**src/pkg/hbe_map.svh**
```systemverilog
// Constants for the host byte and block endpoint: offsets, fields, resets
// Functional notes
// - Byte from host on the device-bound output raises byte_received one clock.
// - Each endpoint carries its own address; up to eight can coexist.
// - Each block byte-ready pulse passes block_host_byte toward the USB chip.
// - Block send continues one byte per pulse until length bytes are sent.
// - While block_received is high, each byte-ready pulse outside a block send marks a valid byte.
// - All transfers are sequenced by the single system clock.
// - Byte-send logic resets asynchronously on low reset, else rising edges.
// - First request cycle latches byte and strobes once; low request rearms. A byte still pending for the buffer delays the latch to a later request cycle.
// - Reset clears latched byte, send strobe and in-progress flag.
// - Rising block start sets start flag and busy; both clear at count.
// - Block counter counts byte-ready cycles, returns to zero at length.
// - No further byte while start stays high; needs a low clock first.
`ifndef HBE_MAP_SVH
`define HBE_MAP_SVH

// Register byte offsets
`define HBE_OFS_CTRL      8'h00
`define HBE_OFS_STATUS    8'h04
`define HBE_OFS_BLOCKS    8'h08

// Control register fields
`define HBE_CTRL_ADDR_LSB 0
`define HBE_CTRL_ADDR_MSB 2
`define HBE_CTRL_EN_BIT   3
`define HBE_CTRL_RST      4'h8

// Status register fields
`define HBE_ST_BYTE_BUSY  0
`define HBE_ST_BLK_BUSY   1
`define HBE_ST_BLK_RX     2
`define HBE_ST_BYTE_PEND  3
`define HBE_ST_CNT_LSB    16

// Widths and reset values
`define HBE_LEN_W         16
`define HBE_BYTE_RST      8'h00

`endif

```
**src/pkg/hbe_pkg.sv**
```systemverilog
// Types shared by the host byte and block endpoint
package hbe_pkg;
    typedef logic [2:0] hbe_addr_t;
    typedef logic [7:0] hbe_byte_t;
    // One outbound word toward the USB chip
    typedef struct packed {
        logic      blk;
        hbe_addr_t addr;
        hbe_byte_t data;
    } hbe_word_t;
endpackage

```
**src/pkg/hbe_stream_if.sv**
```systemverilog
// Valid/ready word stream between the endpoint and its buffer
`timescale 1ns/1ps
`default_nettype none
interface hbe_stream_if;
    import hbe_pkg::*;
    logic      valid;
    logic      ready;
    hbe_word_t word;
    modport src (output valid, output word, input ready);
    modport snk (input valid, input word, output ready);
endinterface
`default_nettype wire

```
**src/hdl/hbe_buf2.sv**
```systemverilog
// Two-entry buffer in the path toward the USB chip
`timescale 1ns/1ps
`default_nettype none
module hbe_buf2
    import hbe_pkg::*;
(
    input  wire logic   clk,
    input  wire logic   nrst,
    hbe_stream_if.snk   in_s,
    hbe_stream_if.src   out_s
);
    hbe_word_t  ent [2];
    logic       rd_ptr;
    logic       wr_ptr;
    logic [1:0] count;
    logic       push;
    logic       pop;

    // Honest full and empty from the occupancy count
    assign in_s.ready  = (count != 2'h2);
    assign out_s.valid = (count != 2'h0);
    assign out_s.word  = ent[rd_ptr];
    assign push        = in_s.valid & in_s.ready;
    assign pop         = out_s.valid & out_s.ready;

    // Entry storage, written only on an accepted push
    always_ff @(posedge clk or negedge nrst) begin
        if (!nrst) begin
            ent[0] <= '0;
            ent[1] <= '0;
        end else if (push) begin
            ent[wr_ptr] <= in_s.word;
        end
    end

    // Pointers and count; push and pop may share a cycle
    always_ff @(posedge clk or negedge nrst) begin
        if (!nrst) begin
            rd_ptr <= 1'b0;
            wr_ptr <= 1'b0;
            count  <= 2'h0;
        end else begin
            if (push) begin
                wr_ptr <= ~wr_ptr;
            end
            if (pop) begin
                rd_ptr <= ~rd_ptr;
            end
            if (push && !pop) begin
                count <= count + 2'h1;
            end else if (pop && !push) begin
                count <= count - 2'h1;
            end
        end
    end
endmodule
`default_nettype wire

```
**src/hdl/hbe_byte_tx.sv**
```systemverilog
// Single-byte send logic: one strobe per rising send request
`timescale 1ns/1ps
`default_nettype none
`include "hbe_map.svh"
module hbe_byte_tx
    import hbe_pkg::*;
(
    input  wire logic      clk,
    input  wire logic      nrst,
    input  wire logic      enable,
    input  wire logic      start_req,
    input  wire hbe_byte_t host_bound_byte,
    output logic           strobe,
    output hbe_byte_t      byte_q,
    output logic           in_prog
);
    always_ff @(posedge clk or negedge nrst) begin
        if (!nrst) begin
            byte_q  <= `HBE_BYTE_RST;
            strobe  <= 1'b0;
            in_prog <= 1'b0;
        end else if (start_req && !in_prog && enable) begin
            byte_q  <= host_bound_byte;
            strobe  <= 1'b1;
            in_prog <= 1'b1;
        end else if (start_req && in_prog) begin
            strobe  <= 1'b0;
        end else if (!start_req) begin
            strobe  <= 1'b0;
            in_prog <= 1'b0;
        end else begin
            strobe  <= 1'b0;
        end
    end
endmodule
`default_nettype wire

```
**src/hdl/hbe_top.sv**
```systemverilog
// Host byte and block endpoint with APB control and buffered USB path
//
// The APB slave port and the register offsets were chosen for this implementation.
`timescale 1ns/1ps
`default_nettype none
`include "hbe_map.svh"
module hbe_top
    import hbe_pkg::*;
(
    input  wire logic                 clk,
    input  wire logic                 nrst,
    // APB slave
    input  wire logic                 psel,
    input  wire logic                 penable,
    input  wire logic                 pwrite,
    input  wire logic [7:0]           paddr,
    input  wire logic [31:0]          pwdata,
    output logic [31:0]               prdata,
    output logic                      pready,
    output logic                      pslverr,
    // User side, byte endpoint
    input  wire logic                 start_transfer,
    input  wire hbe_byte_t            host_bound_byte,
    output logic                      byte_received,
    output hbe_byte_t                 device_bound_byte,
    // User side, block endpoint
    input  wire logic                 block_start,
    input  wire hbe_addr_t            endpoint_address_in,
    input  wire logic [`HBE_LEN_W-1:0] block_length_in,
    input  wire hbe_byte_t            block_host_byte,
    output logic                      block_byte_ready,
    output logic                      block_received,
    output logic                      block_busy,
    output hbe_byte_t                 block_device_byte,
    // USB chip side, outbound
    output logic                      usb_tx_valid,
    input  wire logic                 usb_tx_ready,
    output logic                      usb_tx_block,
    output hbe_addr_t                 usb_tx_addr,
    output hbe_byte_t                 usb_tx_data,
    // USB chip side, inbound
    input  wire logic                 usb_rx_valid,
    output logic                      usb_rx_ready,
    input  wire logic                 usb_rx_block,
    input  wire hbe_addr_t            usb_rx_addr,
    input  wire hbe_byte_t            usb_rx_data,
    input  wire logic                 usb_rx_last
);
    // Control register state
    hbe_addr_t                 byte_addr;
    logic                      enable;
    logic [15:0]               blocks_done;

    // Byte endpoint state
    logic                      byte_strobe;
    hbe_byte_t                 byte_q;
    logic                      byte_in_prog;
    logic                      byte_pend;
    hbe_word_t                 pend_word;

    // Block send state
    logic                      block_start_q;
    logic                      start_flag;
    logic                      tx_ready_q;
    logic [`HBE_LEN_W-1:0]     blk_count;
    logic                      start_rise;
    logic                      tx_slot;
    logic                      count_done;

    // Block receive state
    logic                      rx_pend;
    logic                      rx_last_q;
    logic                      rx_ready_q;
    hbe_byte_t                 rx_hold;
    logic                      rx_take;

    // APB decode
    logic                      apb_setup;
    logic                      apb_wr;
    logic                      addr_ok;

    hbe_stream_if buf_in ();
    hbe_stream_if buf_out ();

    hbe_byte_tx u_byte_tx (
        .clk             (clk),
        .nrst            (nrst),
        // A word still waiting for the buffer blocks a new take but keeps
        // the request level, so a held request cannot rearm itself
        .enable          (enable & ~byte_pend),
        .start_req       (start_transfer),
        .host_bound_byte (host_bound_byte),
        .strobe          (byte_strobe),
        .byte_q          (byte_q),
        .in_prog         (byte_in_prog)
    );

    hbe_buf2 u_buf (
        .clk   (clk),
        .nrst  (nrst),
        .in_s  (buf_in),
        .out_s (buf_out)
    );

    // Buffer output straight to the USB chip; its ready stalls the buffer
    assign usb_tx_valid  = buf_out.valid;
    assign usb_tx_block  = buf_out.word.blk;
    assign usb_tx_addr   = buf_out.word.addr;
    assign usb_tx_data   = buf_out.word.data;
    assign buf_out.ready = usb_tx_ready;

    // block byte goes out on the ready pulse
    // Block words win; a pending single byte waits for a free cycle
    assign buf_in.valid = tx_ready_q | byte_pend;
    always_comb begin
        if (tx_ready_q) begin
            buf_in.word = '{blk: 1'b1, addr: endpoint_address_in, data: block_host_byte};
        end else begin
            buf_in.word = pend_word;
        end
    end

    // byte word tagged with its own endpoint address
    always_ff @(posedge clk or negedge nrst) begin
        if (!nrst) begin
            byte_pend <= 1'b0;
            pend_word <= '0;
        end else if (byte_strobe) begin
            byte_pend <= 1'b1;
            pend_word <= '{blk: 1'b0, addr: byte_addr, data: byte_q};
        end else if (byte_pend && !tx_ready_q && buf_in.ready) begin
            byte_pend <= 1'b0;
        end
    end

    // Edge detect on the block start input
    assign start_rise = block_start & ~block_start_q;
    assign count_done = (blk_count >= block_length_in);

    always_ff @(posedge clk or negedge nrst) begin
        if (!nrst) begin
            block_start_q <= 1'b0;
        end else begin
            block_start_q <= block_start;
        end
    end

    always_ff @(posedge clk or negedge nrst) begin
        if (!nrst) begin
            start_flag <= 1'b0;
            block_busy <= 1'b0;
        end else if (start_rise && !start_flag && enable) begin
            start_flag <= 1'b1;
        end else if (start_flag && !block_busy) begin
            block_busy <= 1'b1;
        end else if (count_done) begin
            start_flag <= 1'b0;
            block_busy <= 1'b0;
        end
    end

    always_ff @(posedge clk or negedge nrst) begin
        if (!nrst) begin
            blk_count <= '0;
        end else if (tx_ready_q) begin
            blk_count <= blk_count + `HBE_LEN_W'(1);
        end else if (count_done) begin
            blk_count <= '0;
        end
    end

    // pulses stop at length
    // A slot needs buffer room now, so the pushed word is never lost;
    // the low cycle between pulses gives the user time to change its byte
    assign tx_slot = block_busy & ~tx_ready_q & ~byte_pend & buf_in.ready &
                     (blk_count < block_length_in);

    always_ff @(posedge clk or negedge nrst) begin
        if (!nrst) begin
            tx_ready_q <= 1'b0;
        end else begin
            tx_ready_q <= tx_slot;
        end
    end

    // Completed block sends, readable by software
    always_ff @(posedge clk or negedge nrst) begin
        if (!nrst) begin
            blocks_done <= 16'h0000;
        end else if (block_busy && count_done && !start_flag) begin
            blocks_done <= blocks_done;
        end else if (block_busy && count_done) begin
            blocks_done <= blocks_done + 16'h0001;
        end
    end

    // Inbound stream: one word in flight; block words wait while sending
    assign usb_rx_ready = ~rx_pend & ~rx_ready_q & ~(usb_rx_block & block_busy);
    assign rx_take      = usb_rx_valid & usb_rx_ready & enable;

    always_ff @(posedge clk or negedge nrst) begin
        if (!nrst) begin
            byte_received     <= 1'b0;
            device_bound_byte <= `HBE_BYTE_RST;
        end else if (rx_take && !usb_rx_block && usb_rx_addr == byte_addr) begin
            byte_received     <= 1'b1;
            device_bound_byte <= usb_rx_data;
        end else begin
            byte_received     <= 1'b0;
        end
    end

    // received flag leads each pulse
    // Flag rises with the first word, pulse follows one clock later
    always_ff @(posedge clk or negedge nrst) begin
        if (!nrst) begin
            rx_pend           <= 1'b0;
            rx_last_q         <= 1'b0;
            rx_hold           <= `HBE_BYTE_RST;
            rx_ready_q        <= 1'b0;
            block_received    <= 1'b0;
            block_device_byte <= `HBE_BYTE_RST;
        end else begin
            rx_ready_q <= 1'b0;
            if (rx_take && usb_rx_block && usb_rx_addr == endpoint_address_in) begin
                rx_pend        <= 1'b1;
                rx_last_q      <= usb_rx_last;
                rx_hold        <= usb_rx_data;
                block_received <= 1'b1;
            end else if (rx_pend) begin
                rx_pend           <= 1'b0;
                rx_ready_q        <= 1'b1;
                block_device_byte <= rx_hold;
            end else if (rx_ready_q && rx_last_q) begin
                block_received <= 1'b0;
            end
        end
    end

    // Send and receive pulses overlap only for an rx block word taken the cycle before busy rises
    assign block_byte_ready = tx_ready_q | rx_ready_q;

    // APB: zero wait states, read data registered in the setup cycle
    assign pready    = 1'b1;
    assign apb_setup = psel & ~penable;
    assign apb_wr    = psel & penable & pwrite;
    assign addr_ok   = (paddr == `HBE_OFS_CTRL) || (paddr == `HBE_OFS_STATUS) ||
                       (paddr == `HBE_OFS_BLOCKS);

    // Control register write; steers the byte endpoint address and the enable of both endpoints
    always_ff @(posedge clk or negedge nrst) begin
        if (!nrst) begin
            byte_addr <= hbe_addr_t'(`HBE_CTRL_RST);
            enable    <= 1'b1;
        end else if (apb_wr && paddr == `HBE_OFS_CTRL) begin
            byte_addr <= pwdata[`HBE_CTRL_ADDR_MSB:`HBE_CTRL_ADDR_LSB];
            enable    <= pwdata[`HBE_CTRL_EN_BIT];
        end
    end

    // Read mux and error flag, captured in the setup cycle
    always_ff @(posedge clk or negedge nrst) begin
        if (!nrst) begin
            prdata  <= 32'h0000_0000;
            pslverr <= 1'b0;
        end else if (apb_setup) begin
            pslverr <= ~addr_ok;
            prdata  <= 32'h0000_0000;
            case (paddr)
                `HBE_OFS_CTRL: begin
                    prdata[`HBE_CTRL_ADDR_MSB:`HBE_CTRL_ADDR_LSB] <= byte_addr;
                    prdata[`HBE_CTRL_EN_BIT]                      <= enable;
                end
                `HBE_OFS_STATUS: begin
                    prdata[`HBE_ST_BYTE_BUSY]                          <= byte_in_prog;
                    prdata[`HBE_ST_BLK_BUSY]                           <= block_busy;
                    prdata[`HBE_ST_BLK_RX]                             <= block_received;
                    prdata[`HBE_ST_BYTE_PEND]                          <= byte_pend;
                    prdata[`HBE_ST_CNT_LSB+`HBE_LEN_W-1:`HBE_ST_CNT_LSB] <= blk_count;
                end
                `HBE_OFS_BLOCKS: begin
                    prdata[15:0] <= blocks_done;
                end
                default: begin
                    prdata <= 32'h0000_0000;
                end
            endcase
        end
    end
endmodule
`default_nettype wire

```
**config.mk**
```make
export PLATFORM = sky130hd
export DESIGN_NAME = hbe_top
export DESIGN_NICKNAME = d
export VERILOG_FILES = /design/src/pkg/hbe_pkg.sv /design/src/pkg/hbe_stream_if.sv /design/src/hdl/hbe_buf2.sv /design/src/hdl/hbe_byte_tx.sv /design/src/hdl/hbe_top.sv
export VERILOG_INCLUDE_DIRS = /design/src /design/src/pkg
export SDC_FILE = /design/constraint.sdc
export NUM_CORES = 1
export LEC_CHECK = 0
export BUFFER_PORTS_ARGS = -buffer_cell sky130_fd_sc_hd__buf_4
export CAP_MARGIN = 20
export CELL_PAD_IN_SITES_DETAIL_PLACEMENT = 0
export CELL_PAD_IN_SITES_GLOBAL_PLACEMENT = 1
export CORE_MARGIN = 5
export CORE_UTILIZATION = 38
export DETAILED_ROUTE_END_ITERATION = 8
export PLACE_DENSITY = 0.8
export SLEW_MARGIN = 20
export SYNTH_ARGS = -nofsm -noshare
export SYNTH_HDL_FRONTEND = slang
export SYNTH_SLANG_ARGS = --single-unit
export TNS_END_PERCENT = 1
```
**constraint.sdc**
```tcl
create_clock -name clk -period 2.5 [get_ports clk]
set_clock_uncertainty 0.05 [all_clocks]
set_input_delay 0.25 -clock clk [delete_from_list [all_inputs] [get_ports clk]]
set_output_delay 0.25 -clock clk [all_outputs]
set_load 0.05 [all_outputs]
```
==> results summary <==
The flow ran to the end, and the final reports show no timing, DRC or antenna violations. The routed length on met3 is 1261 um. The core region is approximately 18,000 um2. No sink is reached through more buffers than the 2 on the longest clock path.

The arrival time reported for the critical path endpoint is 2.64 ns. The number of cell rows is slightly below 50. After detailed routing, the average wire length per cell comes to ~17 um. The number of nets with antenna violations after routing came out at 0.

The post-detailed-routing wire length came out at 16,750 um. The count of warnings emitted by yosys is 0. The number of enable-type register cells in the synthesized netlist is 0. The iteration-0 DRC count of the detailed router is 160. Counting distinct cell types in the post-synthesis netlist gives 55. The count of buffers added on input and output ports is 135.

The flip-flop and latch count after synthesis came out at 152. Leaving out fill and tap cells, the most frequent cells in the layout are buf_4, dfrtp_1, nand2_1. The library cell used most frequently in the layout, excluding fill and tap cells, is buf_4.

0 antenna diodes ended up in the layout. The all-layer global routing usage is 16.44%. The required time at the endpoint of the critical path came out at 2.75 ns.

The synthesized netlist net count is 712. STA classifies the critical path startpoint as a flop. The cell area after placement is 8330 um2. The max-capacitance violation count is 0. The sequential cell area fraction in the yosys report came out at between 50% and 60%.

The final net count is 876. The most used flip-flop cell after synthesis is dfrtp_1. The vias per cell came out at 5.143. The leakage power figure is 4.541 nW. The number of optimization iterations in the first detailed-route pass came out at 4. Setup repair after global routing left no endpoint under its margin. The clock period minus worst slack came out at approximately 2.4 ns. The relative area change from synthesis to final layout came out at 31.65%. The root buffer selected by CTS is clkbuf_16. The number of buffers created by CTS came out at 17. The critical path class is flop to flop.

Summed over all nets, wire length on met2 after detailed routing comes to 8155 um. For the pin with the worst max-slew slack, the measured transition is 0.7046 ns. In this run the tightest slew margin relative to its limit is 52.91%. STA classifies the critical path endpoint as a flop.

In this run the top signal layer used is met4. The worst-skew pair later-pin latency came out at 0.42 ns. The via count of the first global-routing pass is 5,346. The mean instance size in the synthesized netlist is 11.58 um2. Once layout is done, the placed cells without fillers occupy 9086 um2.

The share of final-layout standard cells stronger than drive strength 1 is about a third. After synthesis the cells add up to 6902 um2. Pin placement for this block handled ~170 I/O pins. Entering global routing, the biggest net connects 64 pins.

The area of the die is 20,960 um2. Timing would allow up to between 400 and 500 MHz. Hold timing on the final database bottoms out at a slack of 0.02163 ns. The maximum resistive drop on vdd is 0.8343 mV. After detailed routing, the wire length on met1 is 7173 um.

The detailed-placement wirelength estimate is 12,410 um. The final critical path takes up 95.84% of the cycle. The initial antenna violation count is 0.

The remaining global-route overflow is 0. The total of endpoints with negative setup slack in the final report is 0. The initial utilization of the core area, before any placement, comes to 38.55%. TritonCTS built the clock tree. The number of sinks handled by clock tree synthesis came out at around 150.

The horizontal extent of the die is roughly 140 um. The CTS H-tree depth is 4. The detailed-route via count is 5,153. The post-detailed-route DRC marker count came out at 0. The post-route setup TNS is 0 ns. The first global-routing pass estimated 27,180 um of wire. After clock tree synthesis, the clock-pin slew on the worst setup and hold paths is 0.06 ns. The hold violation total from the final report came out at 0. The die extent in y is 144.8 um. The path category of the worst min-delay check is input port to flop. The number of instances in the synthesized netlist is 596. Power spread over the standard cell area amounts to 916.7 nW/um2. Of the post-synthesis cell area, the dominant cell type holds 54.75%.

The total count of max-transition violations in the final report came out at 0. Yosys attributes the largest share of cell area to dfrtp_1, mux2_2, a22o_1. The congestion estimate from routability-driven global placement came to 0.8124. The cell taking the most area after synthesis is dfrtp_1. The top fanout value on the critical path came out at 18. The share of synthesized flip-flops with an asynchronous set or reset is 100.0%.
==> power by group <==
group          internal [mW]  leakage (nW)  total, mW  switching (mW)
clock network           1.58         0.282       2.61            1.02
logic                   1.04          2.21       2.67            1.63
registers               2.80          2.05       3.05           0.255
total                   5.42          4.54       8.33            2.91
==> routing by layer <==
layer	vias up	track usage [%]
li1	2479	-
met5	-	0
met2	118	26.99
met3	13	5.225
met4	0	3.584
met1	2543	21.45
==> cell families after synthesis <==
logic type / count (synthesis) / synth area share (%)
flops: 152 / 55.13
mux: 70 / 11.13
fa+ha+maj: 19 / 3.445
buf+inv: 52 / 3.172
compound gates: 128 / 12.56
simple gates: 147 / 11.08
xor+xnor: 27 / 3.426
other cells: 1 / 0.05434
==> per-stage QoR <==
step	setup WS, ns	cells	power, mW	util (%)
finish	0.1041	1002	8.329	50.75
detailed placement	-0.007236	956	5.744	46.53
floorplan	-0.06215	596	4.810	-
CTS	0.03399	1002	8.410	50.72
global route	0.01827	1002	8.771	50.75
global placement	0.05072	956	5.663	46.53
==> registers in the layout (all words and copies together), names as in the netlist, 2 cells and up <==
| register | count |
|---|---|
| u_byte_tx.byte_q | 8 |
| blk_count | 16 |
| rx_hold | 8 |
| u_buf.ent | 24 |
| device_bound_byte | 8 |
| u_buf.count | 2 |
| pend_word | 11 |
| blocks_done | 16 |
| byte_addr | 3 |
| prdata | 32 |
| block_device_byte | 8 |
==> cells in the mapped netlist (3+ instances only) <==
cell type	n
o21ai_0	29
a21o_1	5
inv_1	18
dfrtp_1	151
nand2_1	59
o2111ai_1	4
mux2_2	54
nand2b_1	5
clkbuf_1	25
and3_1	10
and2_1	3
a21oi_1	28
xor2_1	8
a22o_1	30
xnor2_1	19
nor2b_1	4
o211ai_1	7
a41oi_1	4
a31oi_1	10
nor3_1	7
mux2i_1	16
buf_1	3
or2_2	3
ha_1	19
nand3_1	8
nand4_1	7
and4_1	4
nor2_1	23
==> timing repair <==
action                                  CTS  global route
pin swaps                                 0             2
endpoints found under the setup margin    2             5
buffers inserted                          0             0
resized for setup                         1             2
endpoints found under the hold margin    73             0
hold buffers                             14             0
==> worst max-delay path, cell delays in order (launching register included) <==
cell and delay (ns):
dfrtp_1 0.43, ha_1 0.31, nand4_1 0.20, a21oi_1 0.08, a2111o_1 0.46, buf_12 0.18, o211ai_1 0.20, mux2_2 0.36
==> worst paths after layout <==
check	end	cells after the start	slack (ns)	startpoint
worst max-delay path	blocks_done[1]$_DFFE_PN0P_	7	0.10	blk_count[14]$_DFFE_PN0P_
worst min-delay path	u_byte_tx.byte_q[2]$_DFFE_PN0P_	2	0.02	host_bound_byte[2]
max in group asynchronous	enable$_DFFE_PN1P_	3	1.32	nrst
worst min register to register	prdata[1]$_DFFE_PN0P_	2	0.43	prdata[1]$_DFFE_PN0P_
worst max register to register	blocks_done[1]$_DFFE_PN0P_	7	0.10	blk_count[14]$_DFFE_PN0P_
min in group asynchronous	blocks_done[11]$_DFFE_PN0P_	2	0.35	nrst
==> layout make-up <==
class | count | area (um2)
Clock buffer | 19 | 432.9
Clock inverter | 13 | 171.4
Fill cell | 1624 | 8816
Inverter | 19 | 71.32
Multi-Input combinational cell | 392 | 2907
Sequential cell | 152 | 3805
Tap cell | 229 | 286.5
Timing Repair Buffer | 178 | 1413
Note: power is estimated with default switching activity, not from simulation.
